## config.mk

```make
export PLATFORM = sky130hd
export DESIGN_NAME = oc_fault_response
export DESIGN_NICKNAME = d
export VERILOG_FILES = /design/src/tick_divider.v /design/src/oc_fault_response.v
export VERILOG_INCLUDE_DIRS = /design/src
export SDC_FILE = /design/constraint.sdc
export NUM_CORES = 1
export LEC_CHECK = 0
export BUFFER_PORTS_ARGS = -buffer_cell sky130_fd_sc_hd__buf_2
export CORE_ASPECT_RATIO = 1.75
export CORE_MARGIN = 2
export CORE_UTILIZATION = 57
export DETAILED_ROUTE_END_ITERATION = 12
export GPL_ROUTABILITY_DRIVEN = 0
export PLACE_DENSITY = 0.8
export SLEW_MARGIN = 40
export SYNTH_ARGS = -nofsm -noshare
export SYNTH_HDL_FRONTEND = slang
export SYNTH_SLANG_ARGS = --single-unit
```

## constraint.sdc

```tcl
create_clock -name clock_in -period 4.2 [get_ports clock_in]
set_input_delay 0.63 -clock clock_in [delete_from_list [all_inputs] [get_ports clock_in]]
set_output_delay 0.63 -clock clock_in [all_outputs]
set_load 0.02 [all_outputs]
```

## src/oc_response_defines.vh

```
`ifndef OC_RESPONSE_DEFINES_VH
`define OC_RESPONSE_DEFINES_VH

// ****************************************************************
// command codes and reset values
// ****************************************************************
`define CMD_OC_ACTION 8'h47
`define CMD_OT_ACTION 8'hd6
`define OC_ACTION_RESET 8'h00
`define OT_ACTION_FIXED 8'hc0

// ****************************************************************
// field positions of the response byte
// ****************************************************************
`define MODE_HI 7
`define MODE_LO 6
`define RETRY_HI 5
`define RETRY_LO 3
`define DELAY_HI 2
`define DELAY_LO 0

// ****************************************************************
// response mode and retry encodings
// ****************************************************************
`define MODE_CONST_CURRENT 2'h0
`define MODE_UNSUPPORTED 2'h1
`define MODE_DEGLITCH 2'h2
`define MODE_IMMEDIATE 2'h3
`define RETRY_FOREVER 3'h7

// ****************************************************************
// timing: 16 ms delay unit at 125 MHz
// ****************************************************************
`define DELAY_UNIT_NS 16000000
`define CLOCK_PERIOD_NS 8
`define DELAY_UNIT_CYCLES (`DELAY_UNIT_NS / `CLOCK_PERIOD_NS)
`define RETRY_INTERVAL_RESET 32'h0000_0100

`endif

```

## src/tick_divider.v

```verilog
`timescale 1ns/100ps
// ****************************************************************
// one-cycle enable pulse every period_in cycles
// ****************************************************************
module tick_divider (
    // clock and reset
    input wire clock_in,
    input wire reset_in,
    // control
    input wire restart_in,
    input wire [31:0] period_in,
    // tick
    output reg tick_out
);
    reg [31:0] count_reg;

    always @(posedge clock_in or posedge reset_in) begin
        if (reset_in) begin
            count_reg <= 32'h0000_0000;
            tick_out <= 1'b0;
        end else if (restart_in) begin
            count_reg <= 32'h0000_0000;
            tick_out <= 1'b0;
        end else if (count_reg + 32'h0000_0001 >= period_in) begin
            count_reg <= 32'h0000_0000;
            tick_out <= 1'b1;
        end else begin
            count_reg <= count_reg + 32'h0000_0001;
            tick_out <= 1'b0;
        end
    end
endmodule

```

## src/oc_fault_response.v

```verilog
`timescale 1ns/100ps
`include "oc_response_defines.vh"
// Overview of operation
// [RULE1] per-channel read/write response byte at command 0x47, reset 0x00
// [RULE2] any overcurrent fault sets three status flags and asserts alert
// [RULE3] mode 00: stay in constant-current limit forever
// [RULE4] mode 10: stay current-limited for the programmed delay
// [RULE5] still limiting when delay expires: follow retry field
// [RULE6] mode 11: disable output at once then follow retry field
// [RULE7] retry 000-110: latch off until run cycled or bias lost
// [RULE8] retry 111: restart forever until commanded off or other fault
// [RULE9] restart attempts spaced by the separate restart interval setting
// [RULE10] delay bits 2:0 count 16 ms units from detection to shutdown
// [RULE11] delay count used only in deglitched shutdown mode
// [RULE12] overcurrent flags hold until clear-faults command
// [RULE13] run off then on also clears the overcurrent flags
// [RULE14] read-only overtemp response byte at 0xd6 fixed to 0xc0
// [RULE15] overtemp disables output while present, resumes automatically
// [RULE16] write of mode 01 is refused, flags a logic fault, keeps old value
// [RULE17] delay counter runs on prescaled tick, restarts per fault, clears
module oc_fault_response #(
    parameter [31:0] DELAY_UNIT_CYCLES = `DELAY_UNIT_CYCLES
) (
    // clock and reset
    input wire clock_in,
    input wire reset_in,
    // byte command port
    input wire cmd_write_in,
    input wire cmd_read_in,
    input wire [7:0] cmd_code_in,
    input wire [7:0] cmd_wdata_in,
    input wire clear_faults_in,
    output reg [7:0] cmd_rdata_out,
    output reg cmd_rvalid_out,
    // run control
    input wire channel_run_pin_in,
    input wire operation_on_in,
    input wire other_fault_in,
    input wire [31:0] restart_interval_setting_in,
    // sensed conditions
    input wire overcurrent_in,
    input wire overtemp_in,
    // outputs
    output reg output_enable_out,
    output reg current_limit_out,
    output reg status_byte_iout_oc_out,
    output reg status_word_iout_out,
    output reg status_iout_oc_out,
    output reg logic_fault_out,
    output reg alert_n_out
);
    localparam [4:0] ST_RUN = 5'h01;
    localparam [4:0] ST_LIMIT = 5'h02;
    localparam [4:0] ST_LATCHED = 5'h04;
    localparam [4:0] ST_WAIT = 5'h08;
    localparam [4:0] ST_OFF = 5'h10;

    // ****************************************************************
    // pin synchronisers
    // ****************************************************************
    reg [1:0] run_sync_reg;
    reg [1:0] oc_sync_reg;
    reg [1:0] ot_sync_reg;
    always @(posedge clock_in or posedge reset_in) begin
        if (reset_in) begin
            run_sync_reg <= 2'h0;
            oc_sync_reg <= 2'h0;
            ot_sync_reg <= 2'h0;
        end else begin
            run_sync_reg <= {run_sync_reg[0], channel_run_pin_in};
            oc_sync_reg <= {oc_sync_reg[0], overcurrent_in};
            ot_sync_reg <= {ot_sync_reg[0], overtemp_in};
        end
    end
    wire run_on = run_sync_reg[1] & operation_on_in;
    wire oc_now = oc_sync_reg[1];
    wire ot_now = ot_sync_reg[1];

    reg [7:0] action_reg;
    reg [4:0] state_reg;
    reg [4:0] state_next;
    reg [2:0] units_reg;
    reg run_prev_reg;
    reg oc_prev_reg;
    reg flag_reg;

    wire [1:0] mode = action_reg[`MODE_HI:`MODE_LO];
    wire [2:0] retry = action_reg[`RETRY_HI:`RETRY_LO];
    wire [2:0] delay = action_reg[`DELAY_HI:`DELAY_LO];
    wire oc_rise = oc_now & ~oc_prev_reg;
    wire run_rise = run_on & ~run_prev_reg;
    wire clear_any = clear_faults_in | run_rise;
    wire restart_timer = (state_reg != state_next) | oc_rise;

    // ****************************************************************
    // shared delay tick
    // ****************************************************************
    wire tick;
    wire [31:0] tick_period = (state_reg == ST_WAIT) ? restart_interval_setting_in : DELAY_UNIT_CYCLES;
    tick_divider divider (
        .clock_in(clock_in),
        .reset_in(reset_in),
        .restart_in(restart_timer),
        .period_in(tick_period),
        .tick_out(tick)
    );

    // ****************************************************************
    // response state machine
    // ****************************************************************
    always @* begin
        state_next = state_reg;
        case (state_reg)
            ST_OFF: begin
                if (run_on) state_next = ST_RUN;
            end
            ST_RUN: begin
                if (!run_on) state_next = ST_OFF;
                else if (oc_now) begin
                    if (mode == `MODE_IMMEDIATE) state_next = (retry == `RETRY_FOREVER) ? ST_WAIT : ST_LATCHED; // see [RULE6]
                    else state_next = ST_LIMIT; // see [RULE3]
                end
            end
            ST_LIMIT: begin
                if (!run_on) state_next = ST_OFF;
                else if (!oc_now) state_next = ST_RUN;
                else if (mode == `MODE_DEGLITCH && tick && units_reg + 3'h1 >= delay) // see [RULE11]
                    state_next = (retry == `RETRY_FOREVER) ? ST_WAIT : ST_LATCHED; // see [RULE5]
                else if (mode == `MODE_IMMEDIATE) state_next = (retry == `RETRY_FOREVER) ? ST_WAIT : ST_LATCHED;
            end
            ST_WAIT: begin
                if (!run_on || other_fault_in) state_next = run_on ? ST_LATCHED : ST_OFF; // see [RULE8]
                else if (tick) state_next = ST_RUN; // see [RULE9]
            end
            ST_LATCHED: begin
                if (!run_on) state_next = ST_OFF; // see [RULE7]
            end
            default: state_next = ST_OFF;
        endcase
    end

    always @(posedge clock_in or posedge reset_in) begin
        if (reset_in) begin
            state_reg <= ST_OFF;
            units_reg <= 3'h0;
            run_prev_reg <= 1'b0;
            oc_prev_reg <= 1'b0;
        end else begin
            state_reg <= state_next;
            run_prev_reg <= run_on;
            oc_prev_reg <= oc_now;
            if (restart_timer || clear_any) units_reg <= 3'h0; // see [RULE17]
            else if (tick && units_reg != 3'h7) units_reg <= units_reg + 3'h1; // see [RULE10]
        end
    end

    // ****************************************************************
    // command registers and status flags
    // ****************************************************************
    wire bad_write = cmd_write_in && cmd_code_in == `CMD_OC_ACTION &&
                     cmd_wdata_in[`MODE_HI:`MODE_LO] == `MODE_UNSUPPORTED;
    wire ro_write = cmd_write_in && cmd_code_in == `CMD_OT_ACTION;
    wire flag_next = oc_now | (flag_reg & ~clear_any); // see [RULE12] [RULE13]

    always @(posedge clock_in or posedge reset_in) begin
        if (reset_in) begin
            action_reg <= `OC_ACTION_RESET;
            flag_reg <= 1'b0;
            cmd_rdata_out <= 8'h00;
            cmd_rvalid_out <= 1'b0;
            status_byte_iout_oc_out <= 1'b0;
            status_word_iout_out <= 1'b0;
            status_iout_oc_out <= 1'b0;
            alert_n_out <= 1'b1;
            logic_fault_out <= 1'b0;
            output_enable_out <= 1'b0;
            current_limit_out <= 1'b0;
        end else begin
            if (cmd_write_in && cmd_code_in == `CMD_OC_ACTION && !bad_write)
                action_reg <= cmd_wdata_in; // see [RULE1]
            if (bad_write || ro_write) logic_fault_out <= 1'b1; // see [RULE16]
            else if (clear_faults_in) logic_fault_out <= 1'b0;
            cmd_rvalid_out <= cmd_read_in;
            if (cmd_read_in) begin
                case (cmd_code_in)
                    `CMD_OC_ACTION: cmd_rdata_out <= action_reg;
                    `CMD_OT_ACTION: cmd_rdata_out <= `OT_ACTION_FIXED; // see [RULE14]
                    default: cmd_rdata_out <= 8'h00;
                endcase
            end
            flag_reg <= flag_next;
            status_byte_iout_oc_out <= flag_next; // see [RULE2]
            status_word_iout_out <= flag_next;
            status_iout_oc_out <= flag_next;
            alert_n_out <= ~(flag_next | logic_fault_out);
            output_enable_out <= (state_next == ST_RUN || state_next == ST_LIMIT) && !ot_now; // see [RULE15]
            current_limit_out <= state_next == ST_LIMIT; // see [RULE4]
        end
    end
endmodule

```

==> reports/results.ini <==
[synthesis]
synthArstFlopShare_pct = 100
synth.avg_cell_area_sq_um = 10.0
syn_nets = 546
syn-cell-area_sq_um = 4510
synth-seq-area-share_pct = 39.4
ys.flop_type = dfrtp_1
synthCells = 450
synth-edff-count = 0
ys_types = 63
ys.warnings.count = 0
synth-seq-cells = 71

[cells_and_area]
n_antenna_cell = 0
drive_gt1_share_pct = 27.5
nets = 616
largest_register_ffs = 32
mostFrequentLayoutCell = buf_2
area_growth_pct = 15.6
layout_common_cells = buf_2 (73), dfrtp_1 (69), nand2_1 (43), ha_1 (38), nor2_1 (33)
final.fill_count = 617

[setup_path]
crit_end = divider.count_reg[29]
critPathLaunch = state_reg[1]
worstReg2RegStart = state_reg[1]
worstReg2RegEnd = divider.count_reg[29]
crit_chain = or3_1 -> nor3b_2 -> buf_4 -> nand2_1 -> ha_1 -> a2111oi_2 -> o31ai_1 -> a2111o_1 -> a221o_2 -> buf_4 -> nor3b_2
cp_slowest_cell = dfrtp_1
cp_num_cells = 11
crit_type = register to register
rr_worst_depth = 11
worst_ep_required_time_ns = 4.44
critical_path.startpoint_type = register
crit_path_max_fanout = 25
reg2reg_slack_ns = 0.30
crit_family = compound AO/OA/AOI/OAI gates
path_buf_inv = 2
cp-end-kind = register
crit_path_max_incr_delay_ns = 0.49
crit_arrival_ns = 4.14

[grt]
grt_pass1_wl_um = 16300
grt_pass1_vias = 3733
grt_max_degree = 47
antenna_found_initial = 0
overflow = 0
grtUsageTotal_pct = 24.1

[pwr]
vdd_drop_max_mv = 0.338
p_per_area_nw_per_um2 = 297
p_leak_nw = 2.40

[cts]
ctsRootBufferMaster = clkbuf_16
cts_tree = yes
path_clk_slew_ns = 0.05
post_cts_buffers = 0
clock_sinks = 71
clock_latency_ns = 0.33
cts_max_path_buffers = 2
cts_buffers = 9
h-tree-depth = 3
hold_buffers = 0
post_cts_resized = 0

[sta]
post-route-period-util_pct = 92.9
hold_viol_final = 0
layout_min_cycle_time_ns = 3.90
finClkSkew_ns = 0.00538
rsz0062_at_grt = false
finalHoldWorstSlack_ns = 0.346
finalMaxSlewViolations = 0
fin_setup_tns_ns = 0
tightest_slew_ns = 0.639
setup_viol = 0
fmax_ghz = 0.256
slew_headroom_pct = 57.1

[place]
hpwl_um = 7680
port_buffers = 73

[floorplan]
core-area_sq_um = 7800
initial_utilization_pct = 57.8
die-height_um = 122
die_w_um = 71.3
ios = 74
fp-row-count = 43
die-area_sq_um = 8670

[routing]
dr.first_iter.drc_count = 181
vias = 3649
antenna_left = 0
totalWireLength_um = 9950
drc_errors = 0
wire_per_inst_um = 16.2
dr.pass1.iters = 4
via_per_inst = 5.94

[worst_hold_path]
holdPathStages = 0
hold_path.class = register to register

[outcome]
status = completed

[run]
drv_cap = 0

## logic make-up after synthesis
family,Yosys count,synth area share (%)
flops,71,39.4
xor+xnor,32,6.21
compound gates,67,9.93
buf+inv,37,4.10
simple gates,195,27.4
fa+ha+maj,38,10.5
mux,10,2.41
## routing by layer
layer	global-route usage [%]	wire length, um	vias to the layer above
li1	-	-	1760
met1	23.6	3580	1758
met2	47.7	5670	100
met3	3.64	336	31
met4	10.6	355	0
met5	0	0	-
## metrics by stage
stage	cells	utilization (%)	power [mW]	setup slack (ns)	cell area (sq um)
final	614	66.8	1.55	0.300	5220
after global routing	614	66.8	1.61	0.169	5220
after CTS	614	66.8	1.56	0.274	5220
after detailed placement	599	63.3	0.858	0.308	4940
after global placement	599	63.2	0.854	0.422	4930
after floorplan	450	-	0.810	0.916	4510
## synth_stat cells, types with 3 or more instances
cell	count	area, sq um
a21o_1	3	22.5
a21oi_1	21	105
a31oi_1	3	18.8
and3_1	9	56.3
and4_1	3	26.3
buf_2	7	35.0
buf_6	4	45.0
clkbuf_1	8	30.0
dfrtp_1	69	1730
ha_1	38	475
inv_1	15	56.3
mux2_2	7	78.8
mux2i_1	3	30.0
nand2_1	43	161
nand2b_1	4	25.0
nand3_1	28	140
nand4_1	15	93.8
nor2_1	33	124
nor2b_1	4	25.0
nor3b_1	3	22.5
nor3b_2	29	363
nor4_1	4	25.0
o21ai_0	14	70.1
or3_1	3	18.8
xnor2_1	25	219
xor2_1	7	61.3
## cell type report
cell class | count | area [sq um] | area share (%)
clock buffer | 15 | 278 | 5.33
tap | 90 | 113 | 2.16
inverter | 16 | 62.6 | 1.20
sequential | 71 | 1780 | 34.1
multi-input combinational | 342 | 2550 | 48.9
timing repair buffer | 80 | 430 | 8.25
## worst reg2reg max path, delay by kind of cell, from the launching register on
| kind | cells | cell delay [ns] |
|---|---|---|
| AOI/OAI and AO/OA | 4 | 1.42 |
| adders and majority gates | 1 | 0.30 |
| buffers and inverters | 2 | 0.56 |
| DFF | 1 | 0.49 |
| and+or+nand+nor | 4 | 1.05 |
## power breakdown
| part | switching (mW) | leakage, nW | internal, mW |
|---|---|---|---|
| logic | 0.0800 | 1.31 | 0.0514 |
| registers | 0.0140 | 0.956 | 0.701 |
| clock network | 0.257 | 0.136 | 0.445 |
## worst min-delay path by stage
stage | startpoint | endpoint
after floorplan | oc_sync_reg[0] | oc_sync_reg[1]
after global placement | oc_sync_reg[0] | oc_sync_reg[1]
after detailed placement | oc_sync_reg[0] | oc_sync_reg[1]
after CTS | oc_sync_reg[0] | oc_sync_reg[1]
after global routing | run_sync_reg[0] | run_sync_reg[1]
final | oc_sync_reg[0] | oc_sync_reg[1]
(Power assumes the default switching activity.)
